<file path="config.mk">
export PLATFORM = sky130hd
export DESIGN_NAME = temp_adc_seq
export DESIGN_NICKNAME = d
export VERILOG_FILES = /design/src/rtl/temp_adc_pkg.sv /design/src/rtl/temp_adc_seq.sv /design/src/rtl/temp_adc_timer.sv
export SDC_FILE = /design/constraint.sdc
export NUM_CORES = 1
export LEC_CHECK = 0
export ABC_AREA = 1
export BUFFER_PORTS_ARGS = -buffer_cell sky130_fd_sc_hd__buf_2
export CORE_ASPECT_RATIO = 0.5
export CORE_MARGIN = 2
export CORE_UTILIZATION = 55
export CTS_BUF_LIST = sky130_fd_sc_hd__clkbuf_8
export DETAILED_ROUTE_END_ITERATION = 10
export PLACE_DENSITY = 0.84
export SLEW_MARGIN = 40
export SYNTH_ARGS = -nofsm -noshare
export SYNTH_HDL_FRONTEND = slang
export SYNTH_HIERARCHICAL = 1
export SYNTH_SLANG_ARGS = --single-unit
</file>
<file path="constraint.sdc">
create_clock -name clk_i -period 6.1 [get_ports clk_i]
set_clock_uncertainty 0.1 [all_clocks]
set_input_delay 0.915 -clock clk_i [delete_from_list [all_inputs] [get_ports clk_i]]
set_output_delay 0.915 -clock clk_i [all_outputs]
set_load 0.005 [all_outputs]
</file>
<file path="src/rtl/temp_adc_pkg.sv">
// Package: constants and types for the temperature converter sequencer.
// Assumes a 50 MHz system clock.
package temp_adc_pkg;

    // ========================================
    // Clock and timing
    // ========================================
    localparam int CLK_MHZ           = 50;
    localparam int HOLD_DELAY_NS     = 3000;
    localparam int CONV_ADC_NS       = 15000;
    localparam int CONV_TEMP_NS      = 30000;
    localparam int AUTO_PERIOD_US    = 355;
    localparam int HOLD_DELAY_CYC    = (HOLD_DELAY_NS * CLK_MHZ) / 1000;
    localparam int CONV_ADC_CYC      = (CONV_ADC_NS * CLK_MHZ + 999) / 1000;
    localparam int CONV_TEMP_CYC     = (CONV_TEMP_NS * CLK_MHZ + 999) / 1000;
    localparam int AUTO_PERIOD_CYC   = AUTO_PERIOD_US * CLK_MHZ;
    localparam int CNT_W             = 15;

    // ========================================
    // Register map
    // ========================================
    localparam logic [2:0] ADDR_TEMP    = 3'h0;
    localparam logic [2:0] ADDR_CONFIG  = 3'h1;
    localparam logic [2:0] ADDR_HYST    = 3'h2;
    localparam logic [2:0] ADDR_OTI     = 3'h3;
    localparam logic [2:0] ADDR_ADC     = 3'h4;
    localparam logic [2:0] ADDR_SECOND_CONFIGURATION = 3'h5;
    localparam int         SEL_LSB      = 0;
    localparam int         SEL_W        = 3;
    localparam int         CH_LSB       = 5;
    localparam int         MODE_BIT     = 7;
    localparam int         RES_LSB      = 6;
    localparam logic [2:0] CH_TEMP      = 3'h0;
    localparam logic [7:0] CONFIG_RST   = 8'h00;
    localparam logic [7:0] SECOND_CONFIGURATION_RST  = 8'h00;
    localparam logic [7:0] SECOND_CONFIGURATION_MASK = 8'hC0;
    localparam logic [15:0] SETP_MASK   = 16'hFF80;
    localparam logic [15:0] HYST_RST    = 16'h0000;
    localparam logic [15:0] OTI_RST     = 16'h0000;
    localparam logic [7:0] PTR_RST      = 8'h00;

    // ========================================
    // Types
    // ========================================
    typedef enum logic [1:0] {SEQ_IDLE, SEQ_WAIT, SEQ_CONV} seq_state_t;

    typedef struct packed {
        logic       start;
        logic       first;
        logic [7:0] data;
    } wr_byte_t;

    typedef struct packed {
        logic       busy;
        logic       hold;
        logic       ref_on;
    } analog_ctl_t;

endpackage : temp_adc_pkg

</file>
<file path="src/rtl/temp_adc_seq.sv">
// Conversion sequencer, result store and register pointer.
// Assumes a protocol engine on clk_i delivers decoded bus bytes and
// transfer boundaries; convert_strobe_n_i is an asynchronous pin.
// Notes on behaviour
// Strobe falling edge: hold, start conversion
// Conversion timing from internal clock
// Auto mode: each bus transfer restarts conversion
// Hold about 3 us after transfer
// Result after 15 us, temperature 30 us
// Host waits 400 ns acquisition
// Channel 0 conversion gives temperature
// Temperature is 10-bit two's complement
// Temperature stored in upper bits of 00h
// Host converts code to degrees
// First write byte loads pointer
// Only three pointer bits select register
// Host writes zero to upper pointer
// Select field maps six registers
// Reference amplifier on only during conversion
// Bus traffic aborts and restarts conversion
// Config bits 7..5 select channel
// Second_configuration top bit: auto 355 us or strobe
// Pointer kept between transactions
`timescale 1ns/10ps
`default_nettype none
module temp_adc_seq
    import temp_adc_pkg::*;
(
    // Clock and reset
    input  wire logic        clk_i,
    input  wire logic        rst_i,
    input  wire logic        ce_i,
    // Convert strobe pin
    input  wire logic        convert_strobe_n_i,
    // Bus side from protocol engine
    input  wire logic        bus_active_i,
    input  wire logic        bus_done_i,
    input  wire wr_byte_t    wr_byte_i,
    input  wire logic        rd_next_i,
    output logic [7:0]       rd_data_o,
    // Converter core
    input  wire logic        adc_valid_i,
    input  wire logic [9:0]  adc_code_i,
    output analog_ctl_t      analog_o,
    output logic [2:0]       channel_o,
    // Status
    output logic [7:0]       pointer_o,
    output logic [7:0]       config_o,
    output logic [15:0]      hyst_o,
    output logic [15:0]      oti_o
);
    // ========================================
    // Register decode
    // ========================================
    function automatic logic [2:0] sel_of(input logic [7:0] p);
        sel_of = p[SEL_LSB +: SEL_W];
    endfunction : sel_of

    // ========================================
    // Strobe synchroniser
    // ========================================
    logic strobe_meta;
    logic strobe_sync;
    logic strobe_prev;

    always_ff @(posedge clk_i or posedge rst_i)
    begin
        if (rst_i)
        begin
            strobe_meta <= 1'b1;
            strobe_sync <= 1'b1;
            strobe_prev <= 1'b1;
        end
        else if (ce_i)
        begin
            strobe_meta <= convert_strobe_n_i;
            strobe_sync <= strobe_meta;
            strobe_prev <= strobe_sync;
        end
    end

    logic strobe_fall;
    assign strobe_fall = strobe_prev && !strobe_sync;

    // ========================================
    // Registers
    // ========================================
    logic [7:0]  pointer;
    logic [7:0]  cfg;
    logic [7:0]  cfg2;
    logic [15:0] hyst;
    logic [15:0] oti;
    logic [15:0] temp_word;
    logic [15:0] adc_word;
    logic        byte_hi;
    logic [7:0]  next_pointer;
    logic [7:0]  next_cfg;
    logic [7:0]  next_cfg2;
    logic [15:0] next_hyst;
    logic [15:0] next_oti;
    logic [15:0] next_temp_word;
    logic [15:0] next_adc_word;
    logic        next_byte_hi;
    logic [2:0]  conv_ch;

    always_comb
    begin
        next_pointer   = pointer;
        next_cfg       = cfg;
        next_cfg2      = cfg2;
        next_hyst      = hyst;
        next_oti       = oti;
        next_temp_word = temp_word;
        next_adc_word  = adc_word;
        next_byte_hi   = byte_hi;
        if (bus_done_i)
            next_byte_hi = 1'b0;
        if (wr_byte_i.start)
        begin
            if (wr_byte_i.first)
            begin
                next_pointer = wr_byte_i.data;
                next_byte_hi = 1'b0;
            end
            else
            begin
                case (sel_of(pointer))
                    ADDR_CONFIG:  next_cfg = wr_byte_i.data;
                    ADDR_SECOND_CONFIGURATION: next_cfg2 = wr_byte_i.data & SECOND_CONFIGURATION_MASK;
                    ADDR_HYST:
                    begin
                        if (!byte_hi)
                            next_hyst[15:8] = wr_byte_i.data;
                        else
                            next_hyst[7:0] = wr_byte_i.data & SETP_MASK[7:0];
                    end
                    ADDR_OTI:
                    begin
                        if (!byte_hi)
                            next_oti[15:8] = wr_byte_i.data;
                        else
                            next_oti[7:0] = wr_byte_i.data & SETP_MASK[7:0];
                    end
                    default: next_cfg = cfg;
                endcase
                next_byte_hi = !byte_hi;
            end
        end
        else if (rd_next_i)
            next_byte_hi = !byte_hi;
        if (adc_valid_i)
        begin
            if (conv_ch == CH_TEMP)
                next_temp_word = {adc_code_i, 6'h00};
            else
                next_adc_word = {adc_code_i, 6'h00};
        end
    end

    always_ff @(posedge clk_i or posedge rst_i)
    begin
        if (rst_i)
        begin
            pointer   <= PTR_RST;
            cfg       <= CONFIG_RST;
            cfg2      <= SECOND_CONFIGURATION_RST;
            hyst      <= HYST_RST;
            oti       <= OTI_RST;
            temp_word <= 16'h0000;
            adc_word  <= 16'h0000;
            byte_hi   <= 1'b0;
        end
        else if (ce_i)
        begin
            pointer   <= next_pointer;
            cfg       <= next_cfg;
            cfg2      <= next_cfg2;
            hyst      <= next_hyst;
            oti       <= next_oti;
            temp_word <= next_temp_word;
            adc_word  <= next_adc_word;
            byte_hi   <= next_byte_hi;
        end
    end

    // ========================================
    // Read mux
    // ========================================
    logic [15:0] rd_word;

    always_comb
    begin
        case (sel_of(pointer))
            ADDR_TEMP:    rd_word = temp_word;
            ADDR_CONFIG:  rd_word = {cfg, 8'h00};
            ADDR_HYST:    rd_word = hyst;
            ADDR_OTI:     rd_word = oti;
            ADDR_ADC:     rd_word = adc_word;
            ADDR_SECOND_CONFIGURATION: rd_word = {cfg2, 8'h00};
            default:      rd_word = 16'h0000;
        endcase
    end

    logic [7:0] rd_data;
    always_ff @(posedge clk_i or posedge rst_i)
    begin
        if (rst_i)
            rd_data <= 8'h00;
        else if (ce_i)
            rd_data <= byte_hi ? rd_word[7:0] : rd_word[15:8];
    end

    // ========================================
    // Conversion sequencer
    // ========================================
    seq_state_t       state;
    seq_state_t       next_state;
    logic [2:0]       next_conv_ch;
    logic             tmr_load;
    logic [CNT_W-1:0] tmr_value;
    logic             tmr_done;
    logic             auto_mode;
    logic             in_conv;

    assign auto_mode = !cfg2[MODE_BIT];

    always_comb
    begin
        next_state   = state;
        next_conv_ch = conv_ch;
        tmr_load     = 1'b0;
        tmr_value    = '0;
        in_conv      = 1'b0;
        case (state)
            SEQ_IDLE:
            begin
                if (auto_mode && tmr_done && !bus_active_i)
                begin
                    next_state   = SEQ_CONV;
                    next_conv_ch = cfg[CH_LSB +: 3];
                    tmr_load     = 1'b1;
                    tmr_value    = (cfg[CH_LSB +: 3] == CH_TEMP) ?
                                   CNT_W'(CONV_TEMP_CYC) : CNT_W'(CONV_ADC_CYC);
                end
            end
            SEQ_WAIT:
            begin
                if (tmr_done)
                begin
                    next_state   = SEQ_CONV;
                    next_conv_ch = cfg[CH_LSB +: 3];
                    tmr_load     = 1'b1;
                    tmr_value    = (cfg[CH_LSB +: 3] == CH_TEMP) ?
                                   CNT_W'(CONV_TEMP_CYC) : CNT_W'(CONV_ADC_CYC);
                end
            end
            SEQ_CONV:
            begin
                in_conv = 1'b1;
                if (tmr_done)
                begin
                    next_state = SEQ_IDLE;
                    tmr_load   = auto_mode;
                    tmr_value  = CNT_W'(AUTO_PERIOD_CYC);
                end
            end
            default: next_state = SEQ_IDLE;
        endcase
        if (bus_active_i && state != SEQ_IDLE)
        begin
            next_state = SEQ_WAIT;
            tmr_load   = 1'b1;
            tmr_value  = '0;
        end
        if (bus_done_i && (auto_mode || state == SEQ_WAIT))
        begin
            next_state = SEQ_WAIT;
            tmr_load   = 1'b1;
            tmr_value  = CNT_W'(HOLD_DELAY_CYC);
        end
        else if (strobe_fall && !bus_active_i)
        begin
            next_state   = SEQ_CONV;
            next_conv_ch = cfg[CH_LSB +: 3];
            tmr_load     = 1'b1;
            tmr_value    = (cfg[CH_LSB +: 3] == CH_TEMP) ?
                           CNT_W'(CONV_TEMP_CYC) : CNT_W'(CONV_ADC_CYC);
        end
    end

    always_ff @(posedge clk_i or posedge rst_i)
    begin
        if (rst_i)
        begin
            state   <= SEQ_IDLE;
            conv_ch <= CH_TEMP;
        end
        else if (ce_i)
        begin
            state   <= next_state;
            conv_ch <= next_conv_ch;
        end
    end

    temp_adc_timer u_timer (
        .clk_i   (clk_i),
        .rst_i   (rst_i),
        .ce_i    (ce_i),
        .load_i  (tmr_load),
        .value_i (tmr_value),
        .done_o  (tmr_done)
    );

    // ========================================
    // Outputs
    // ========================================
    analog_ctl_t analog;
    always_ff @(posedge clk_i or posedge rst_i)
    begin
        if (rst_i)
            analog <= '0;
        else if (ce_i)
        begin
            analog.busy   <= (next_state != SEQ_IDLE);
            analog.hold   <= (next_state == SEQ_CONV);
            analog.ref_on <= (next_state == SEQ_CONV);
        end
    end

    assign analog_o  = analog;
    assign channel_o = conv_ch;
    assign rd_data_o = rd_data;
    assign pointer_o = pointer;
    assign config_o  = cfg;
    assign hyst_o    = hyst;
    assign oti_o     = oti;

    logic unused_ok;
    assign unused_ok = in_conv;
endmodule : temp_adc_seq
`default_nettype wire

</file>
<file path="src/rtl/temp_adc_timer.sv">
// Down counter with load, used for all conversion timing.
// Assumes clk_i domain logic; counts only while ce_i is high.
`timescale 1ns/10ps
`default_nettype none
module temp_adc_timer
    import temp_adc_pkg::*;
(
    // Clock and reset
    input  wire logic             clk_i,
    input  wire logic             rst_i,
    input  wire logic             ce_i,
    // Control
    input  wire logic             load_i,
    input  wire logic [CNT_W-1:0] value_i,
    output logic                  done_o
);
    logic [CNT_W-1:0] count;
    logic [CNT_W-1:0] next_count;

    always_comb
    begin
        next_count = count;
        if (load_i)
            next_count = value_i;
        else if (count != '0)
            next_count = count - 1'b1;
    end

    always_ff @(posedge clk_i or posedge rst_i)
    begin
        if (rst_i)
            count <= '0;
        else if (ce_i)
            count <= next_count;
    end

    assign done_o = (count == 15'h0001);
endmodule : temp_adc_timer
`default_nettype wire

</file>
# After elaboration in Yosys (flattened, before gate mapping)
# Index checks and enable logic that the tools add are counted.
word_totals:
  ff_bits: 90
  in_bits: 28
  out_inout_bits: 62
  word_cells: 98
op_classes:
  n_addsub: 1
  eq_ne: 9
  mux: 35
  bitwise: 3
  n_reduce_logical: 31
ops:
  columns: ["operator", "count"]
  rows:
  - ["16-bit one-hot mux with 6 select lines", 1]
  - ["15-bit two-way mux", 6]
  - ["15-bit one-hot mux with 3 select lines", 1]
  - ["11-bit two-way mux", 3]
  - ["5-bit AND reduction", 4]
  - ["15-bit by 1-bit equality test with 1-bit output (second input constant)", 1]
  - ["15-bit nonzero test", 1]
  - ["15-bit by 1-bit subtractor with 15-bit output (second input constant)", 1]
  - ["2-bit two-way mux", 6]
  - ["3-bit two-way mux", 4]
  - ["1-bit two-way mux", 10]
  - ["3-bit zero test", 3]
  - ["3-bit AND reduction", 3]
  - ["8-bit two-way mux", 1]
  - ["4-bit AND reduction", 2]
  - ["3-bit by 2-bit equality test with 1-bit output (second input constant)", 2]
  - ["3-bit equality test (second input constant)", 2]
  - ["1-bit logical AND", 6]
  - ["2-bit one-hot mux with 3 select lines", 1]
  - ["3-bit one-hot mux with 2 select lines", 1]
  - ["2-bit nonzero test", 3]
  - ["2-bit equality test (second input constant)", 2]
  - ["1-bit zero test", 4]
  - ["2-bit AND reduction", 2]
  - ["other kinds (7)", 9]

# Logic depth before layout (Yosys ltp)
# Gate-level depths: netlist of run 1.
logic_depth:
  word_depth: 10
  mapped_depth: 16

# Modules after synthesis
# The synthesis of run 1 kept the hierarchy.
modules_own_cells:
  columns: ["mod", "instances", "cells_per_inst", "area_per_inst_um2", "seq_area_each_um2"]
  rows:
  - ["temp_adc_seq", 1, 467, 3781.1, 1880.6]
  - ["temp_adc_timer", 1, 187, 1178.6, 375.4]

# Least setup slack after synthesis of run 1
# Ideal clock, no wire load.
synth_timing:
  kind: "input-to-reg"
  start: "input port bus_active_i"
  end: "register u_timer.count[10]"
  setup_ps: 117
  arrival_ps: 2152
  slack_ps: 3731
  cell_stages: 12
  path_buffers: 2
  cell_sequence: "nor3_1 inv_1 nand2_1 nor2_1 nand3_1 inv_1 buf_2 buf_2 nand2_1 nand3_1 nand2_1 nand2_1"
synth_via:
  elab_chain_len: 9
synth_rtl:
  columns: ["item", "line_no", "text"]
  rows:
  - ["start: declaration", "temp_adc_seq.sv:36", "input wire logic bus_active_i,"]
  - ["1-bit zero test", "temp_adc_seq.sv:237, temp_adc_seq.sv:281", null]
  - ["1-bit logical AND", "temp_adc_seq.sv:237", "if (auto_mode && tmr_done && !bus_active_i)"]
  - ["1-bit two-way mux", "temp_adc_seq.sv:237", null]
  - ["1-bit one-hot mux with 3 select lines", "temp_adc_seq.sv:234", "case (state)"]
  - ["1-bit two-way mux", "temp_adc_seq.sv:269", "if (bus_active_i && state != SEQ_IDLE)"]
  - ["1-bit two-way mux (*)", "temp_adc_seq.sv:281", "else if (strobe_fall && !bus_active_i)"]
  - ["1-bit two-way mux (*)", "temp_adc_seq.sv:275", "if (bus_done_i && (auto_mode || state == SEQ_WAIT))"]
  - ["net tmr_load", "temp_adc_seq.sv:219", "logic tmr_load;"]
  - ["2-bit nonzero test (no line)", null, null]
  - ["2-bit AND reduction (no line)", null, null]
  - ["end signal: assignment", "temp_adc_timer.sv:34", "count <= next_count;"]
  - ["end: declaration", "temp_adc_timer.sv:17", "logic [CNT_W-1:0] count;"]
# The timed path passes the listed nets; every way through them passes the cells marked *.
# A chain may end at the register's enable or synchronous reset.

# Worst setup path after layout of run 1
layout_timing:
  start: "register u_timer.count[11]"
  end: "register u_timer.count[1]"
layout_via:
  elab_chain_len: 10
layout_rtl:
  columns: ["item", "line_no", "text"]
  rows:
  - ["15-bit by 1-bit equality test with 1-bit output (*)", "temp_adc_timer.sv:37", "assign done_o = (count == 15'h0001);"]
  - ["net tmr_done", "temp_adc_seq.sv:221", "logic tmr_done;"]
  - ["1-bit logical AND (2 in series)", "temp_adc_seq.sv:237", null]
  - ["1-bit two-way mux", "temp_adc_seq.sv:237", null]
  - ["1-bit one-hot mux with 3 select lines (*)", "temp_adc_seq.sv:234", null]
  - ["1-bit two-way mux (*)", "temp_adc_seq.sv:269", null]
  - ["1-bit two-way mux (*)", "temp_adc_seq.sv:281", null]
  - ["1-bit two-way mux (*)", "temp_adc_seq.sv:275", null]
  - ["net tmr_load", "temp_adc_seq.sv:219", null]
  - ["2-bit nonzero test (no line)", null, null]
  - ["2-bit AND reduction (no line)", null, null]
# Marks and branches as above.

==> impl_metrics.tcl, run 1 <==
set metrics [dict create \
    maxSlewViolCount 0 \
    r2r_cells 13 \
    arrival_ps 3420 \
    clock.fmax_mhz 310 \
    cts_buffers 9 \
    grt.overflow.total 0 \
    synthTopCellsByArea "dfrtp_1 (44%), nand2_1 (18%), o21ai_0 (4.3%)" \
    syn-cell-area_um2 4960 \
    hold_path.class "reg -> reg" \
    post_drt_wl_per_cell_um 13.5 \
    synth_warnings 6 \
    hold_viol 0 \
    yosysSeqAreaShare_pct 45.5 \
    setup_viol 0 \
    max_cap_viol_count 0 \
    required_ps 6300 \
    max-slew-margin-rel_pct 51.6 \
    p_int_mw 1.24 \
    synth_flop_cell "dfrtp_1" \
    ant_nets 0 \
    synth_largest_area_cell "dfrtp_1" \
    routed-via-count 4347 \
    first_iter_violations 289 \
    drt-total-wl_um 11400 \
    ioPinCount 90 \
    antenna_found_initial 0 \
    avgSynthCellArea_um2 7.58 \
    critPathMostFrequentCell "nand2_1" \
    irDropWorstVdd_mv 0.191 \
    clkTransAtPathRegs_ps 80 \
    p_leak_nw 2.99 \
    netlist.area_leader.share_pct 43.9 \
    drc 0 \
    crit_fanout 20 \
    chipHeight_um 71.2 \
    p_per_area_nw_per_um2 352 \
    crit_path_top_delay_cell "nor4_1" \
    post-cts-setup-buffers 0 \
    max_stage_delay_ps 490 \
    tightest_slew_ps 725 \
    startpoint_type "flop" \
    final_nets 751 \
    tns_ps 0 \
    grtUsageTotal_pct 24.2 \
    drtPass1Iterations 5 \
    ctsHtreeMaxLevel 3 \
    drive_above_1_share_pct 19.8 \
    synth-edff-count 0 \
    grt_pass1_vias 4133 \
    post_cts_resized 0 \
    netSwitchingFraction_pct 36.4 \
    vias_per_cell 5.16 \
    cts-root-buf "clkbuf_8" \
    n_antenna_cell 0 \
    min_path_cells 2 \
    switchingPower_mw 0.706 \
    grt_max_degree 76 \
    holdWs_ps 369 \
    synth_most_common_cell "nand2_1" \
    cts_tree "done" \
    status "complete, no violations" \
    port_buffers 75 \
    gp_congestion 0.903 \
    postCtsHoldBufs 0 \
    die_area_um2 9840 \
    core_area_um2 8740 \
    grt_pass1_wl_um 19200 \
    ys_async_sr_fraction_pct 100 \
    rows 24 \
    start_util_pct 56.8 \
    worstSetupPathType "reg -> reg" \
    critical_path.endpoint_type "flop" \
    rsz0062_at_grt "no" \
    synth_common_cells "nand2_1 (240), dfrtp_1 (87), inv_1 (52), nor2_1 (48), o21ai_0 (43)" \
    post-route-period-util_pct 52.8 \
    syn_to_final_growth_pct 11.3 \
    synth_cells 654 \
    p_seq_share_pct 48.1 \
    p_comb_share_pct 28.9 \
    synth_cell_types 35 \
    numClockSinks 90 \
    cts_buffer_depth 2 \
    place_hpwl_um 8360 \
    p_clk_share_pct 23.0 \
    clk_latency_ps 370 \
    path_cells "nor2_1 > nand2_1 > nor4_1 > inv_1 > nor2_1 > nand2_1 > nand3_1 > inv_1 > nand3_2 > nand2_4 > inv_4 > nand2_1 > o21ai_2" \
    die_w_um 138 \
    ys_ff_latch 90 \
    period_minus_slack_ps 3220 \
]
[per-layer routing]
metal,part of all wire [%],routed length (um),global-route usage (%)
met1,44,5030,31.3
met4,1.4,163,6.80
met3,5.1,584,4.81
met2,49,5630,42.4
met5,0,0,0
[sequential cells by signal (all words and copies together), names as in the netlist, 2 cells and up]
signal and count:
adc_word 10, u_timer/count 15, rd_data_o 8, config_o 8
cfg2 2, hyst_o 9, analog_o 2, state 2
pointer_o 8, temp_word 10, oti_o 9, channel_o 3
[cells by family (layout without fill, tap and decap cells)]
family / after synthesis / in the layout / share of synthesized area [%]
and+or+nand+nor: 373 / 373 / 32.6
buffers and inverters: 96 / 151 / 9.74
AOI/OAI and AO/OA: 91 / 91 / 11.4
DFF: 90 / 90 / 45.5
adders and majority gates: 2 / 2 / 0.504
other: 1 / 18 / 0.0756
muxes: 1 / 1 / 0.202
[metrics by stage]
stage | cells | instance area (um2) | utilization (%) | setup slack, ps | total power [mW]
after floorplan | 671 | 5020 | - | 3180 | 1.30
after global placement | 827 | 5300 | 60.6 | 2900 | 1.48
after detailed placement | 827 | 5300 | 60.7 | 2850 | 1.50
after CTS | 843 | 5520 | 63.2 | 2910 | 1.95
after global routing | 843 | 5520 | 63.2 | 2520 | 2.08
final | 843 | 5520 | 63.2 | 2880 | 1.94
[worst paths after layout]
check	from	to	slack (ps)
min in group asynchronous	rst_i	u_timer/count[14]	530
max	u_timer/count[11]	u_timer/count[1]	2880
min reg2reg	strobe_meta	strobe_meta	370
max reg2reg	u_timer/count[11]	u_timer/count[1]	2880
min	strobe_meta	strobe_meta	370
max in group asynchronous	rst_i	config_o[4]	4810
[placed cells by master, fill, tap and decap left out, drive strengths merged]
master  synthesis  routed
or3             1       1
o21a            8       8
nand3          43      43
inv            59      63
nand3b          4       4
nand4          15      15
dfstp           3       3
o21bai          4       4
clkinv          0       1
nand2         248     248
mux2i           1       1
nor2           56      56
bufinv          0       2
o21ai          73      73
a21oi           5       5
conb            1      18
nor3            5       5
ha              2       2
clkbuf          5       9
nor4            1       1
o211ai          1       1
buf            32      76
dfrtp          87      87
[worst max-delay path: cells and delay by family (launching register included)]
kind	cells	cell delay (ps)
compound gates	1	50
simple gates	9	1820
flops	1	430
buf+inv	3	740
[layout make-up]
cell class              count  area, um2
clock buffers               9        124
well taps                 117        146
repair buffers             76        387
multi-input cells         485       2290
fillers                   793       3220
flip-flops and latches     90       2260
inverters                  59        226
clock inverters             7       93.8
[power groups by stage]
stage	Clock, mW	Combinational [mW]	Sequential [mW]
global placement	0	0.539	0.938
CTS	0.456	0.565	0.932
detailed placement	0	0.561	0.944
finish	0.447	0.562	0.933
global route	0.477	0.647	0.955
floorplan	0	0.404	0.893
Note: power is estimated with default switching activity, not from simulation.
==> inputs of run 2 (changes only) <==
clock period = 3 ns   (was 6.1 ns; I/O delays follow)
==> run 2 against run 1 <==
Effect of this change: die area did not move; first-iteration DRC count up 28%; combinational power grew 100%; maximum frequency grew 22%; utilization grew 0.40 points; clock power rose by 100%; total power increased by 100%; via count rose by 1.3%; largest cell class unchanged.
==> impl_metrics.tcl, run 2 (synthesis gave the netlist of run 1 again) <==
set metrics [dict create \
    clk_latency_ps 380 \
    numClockSinks 90 \
    largest_register_ffs 15 \
    rows 24 \
    ctsHtreeMaxLevel 3 \
    critical_path.endpoint_type "flop" \
    crit_family "simple AND/OR/NAND/NOR gates" \
    syn_to_final_growth_pct 12.0 \
    final_cell_mix "nand2_1 (240), dfrtp_1 (87), buf_2 (75)" \
    tns_ps 0 \
    post-cts-setup-buffers 0 \
    startpoint_type "flop" \
    die_area_um2 9840 \
    place_hpwl_um 8390 \
    grtUsageTotal_pct 24.5 \
    gp_congestion 0.861 \
    antenna_found_initial 0 \
    path_cells "nor2_2 > nand2_2 > nor4_1 > inv_1 > nor2_1 > nand2_1 > nor2_1 > nor2_1 > nand2_1 > nand3_1 > nor2_1 > nor2_1 > nor2_1 > nand2_1 > nand2_1" \
    p_leak_nw 3.01 \
    crit_path_top_delay_cell "nor4_1" \
    arrival_ps 2860 \
    layout_commonest_cell "nand2_1" \
    hold_path.class "in -> reg" \
    ant_nets 0 \
    max_cap_viol_count 0 \
    setup_viol 0 \
    vias_per_cell 5.19 \
    rsz0062_at_grt "no" \
    cts_buffer_depth 2 \
    regMostFlops "u_timer/count" \
    post-route-period-util_pct 88.2 \
    crit_fanout 5 \
    grt_pass1_wl_um 19300 \
    final_nets 756 \
    drtPass1Iterations 5 \
    first_iter_violations 369 \
    irDropWorstVdd_mv 0.421 \
    chipHeight_um 71.2 \
    reg_top3 "u_timer/count (15), adc_word (10), temp_word (10)" \
    hold_viol 0 \
    path_buf_inv 1 \
    drt-total-wl_um 11300 \
    n_antenna_cell 0 \
    core_area_um2 8740 \
    clock.fmax_mhz 378 \
    fin_util_pct 63.6 \
    worstSetupPathType "reg -> reg" \
    post_drt_wl_per_cell_um 13.3 \
    ioPinCount 90 \
    drc 0 \
    p_per_area_nw_per_um2 711 \
    clkTransAtPathRegs_ps 90 \
    maxSlewViolCount 0 \
    critPathMostFrequentCell "nor2_1" \
    cts-root-buf "clkbuf_8" \
    cts_buffers 9 \
    num-fill-cells 768 \
    grt_pass1_vias 4151 \
    max-slew-margin-rel_pct 49.8 \
    cts_tree "done" \
    start_util_pct 56.8 \
    port_buffers 75 \
    routed-via-count 4402 \
    tightest_slew_ps 754 \
    grt.overflow.total 0 \
    max_stage_delay_ps 560 \
    period_minus_slack_ps 2650 \
    required_ps 3210 \
    drive_above_1_share_pct 20.4 \
    grt_max_degree 38 \
    die_w_um 138 \
    status "complete, no violations" \
]
run 2: cell count changes in the layout (fill, tap and decap cells not counted):
cell | previous run | this run
inv_1 | 53 | 51
clkbuf_8 | 9 | 11
bufinv_16 | 2 | 1
dlygate4sd3_1 | 0 | 1
inv_8 | 0 | 1
nor2_2 | 6 | 5
buf_4 | 0 | 5
nor2_1 | 47 | 48
buf_6 | 1 | 0
run 2: metal layers:
layer	GRT usage, %	part of all wire [%]	up-vias
met4	8.50	1.6	0
met3	5.89	5.1	17
met1	31.4	44	2061
li1	-	-	2204
met2	41.7	49	120
met5	0	0	-
run 2: through the flow:
stage	power [mW]	hold WS (ps)	cell area (um2)	setup slack, ps	instances
floorplan	2.64	251	5020	545	671
global placement	3.02	258	5330	504	831
detailed placement	3.07	260	5330	434	831
CTS	3.97	163	5560	410	848
global route	4.22	174	5560	88.4	848
finish	3.95	179	5560	354	848
run 2: path summary, 6_finish.rpt:
kind	slack, ps	from	end	cells past startpoint
setup / recovery	350	u_timer/count[5]	u_timer/count[9]	15
hold / removal	180	convert_strobe_n_i	strobe_meta	3
setup reg to reg	350	u_timer/count[5]	u_timer/count[9]	15
hold reg to reg	370	strobe_meta	strobe_meta	2
max in group asynchronous	1710	rst_i	temp_word[7]	4
min in group asynchronous	410	rst_i	rd_data_o[1]	3
run 2: repair_timing:
| item | 4_1_cts | 5_1_grt |
|---|---|---|
| resized for setup | 0 | 0 |
| setup endpoints to repair | 0 | 0 |
| hold endpoints to repair | 6 | 0 |
| hold buffers | 1 | 0 |
run 2: report_power, final:
part	internal [mW]	switching [mW]	leakage, nW
registers	1.57	0.317	1.14
logic	0.476	0.677	1.76
clock network	0.444	0.460	0.112
run 2: cell type report:
type | instances | area (um2) | share of cell area [%]
repair buffers | 81 | 423 | 7.61
inverters | 59 | 226 | 4.08
flip-flops and latches | 90 | 2260 | 40.6
multi-input cells | 485 | 2280 | 41.1
clock buffers | 11 | 151 | 2.73
well taps | 117 | 146 | 2.64
clock inverters | 5 | 67.6 | 1.22
run 2: worst min-delay path, delay by kind of cell:
kind | cells | cell delay (ps)
buffers and inverters | 1 | 90
and+or+nand+nor | 2 | 100
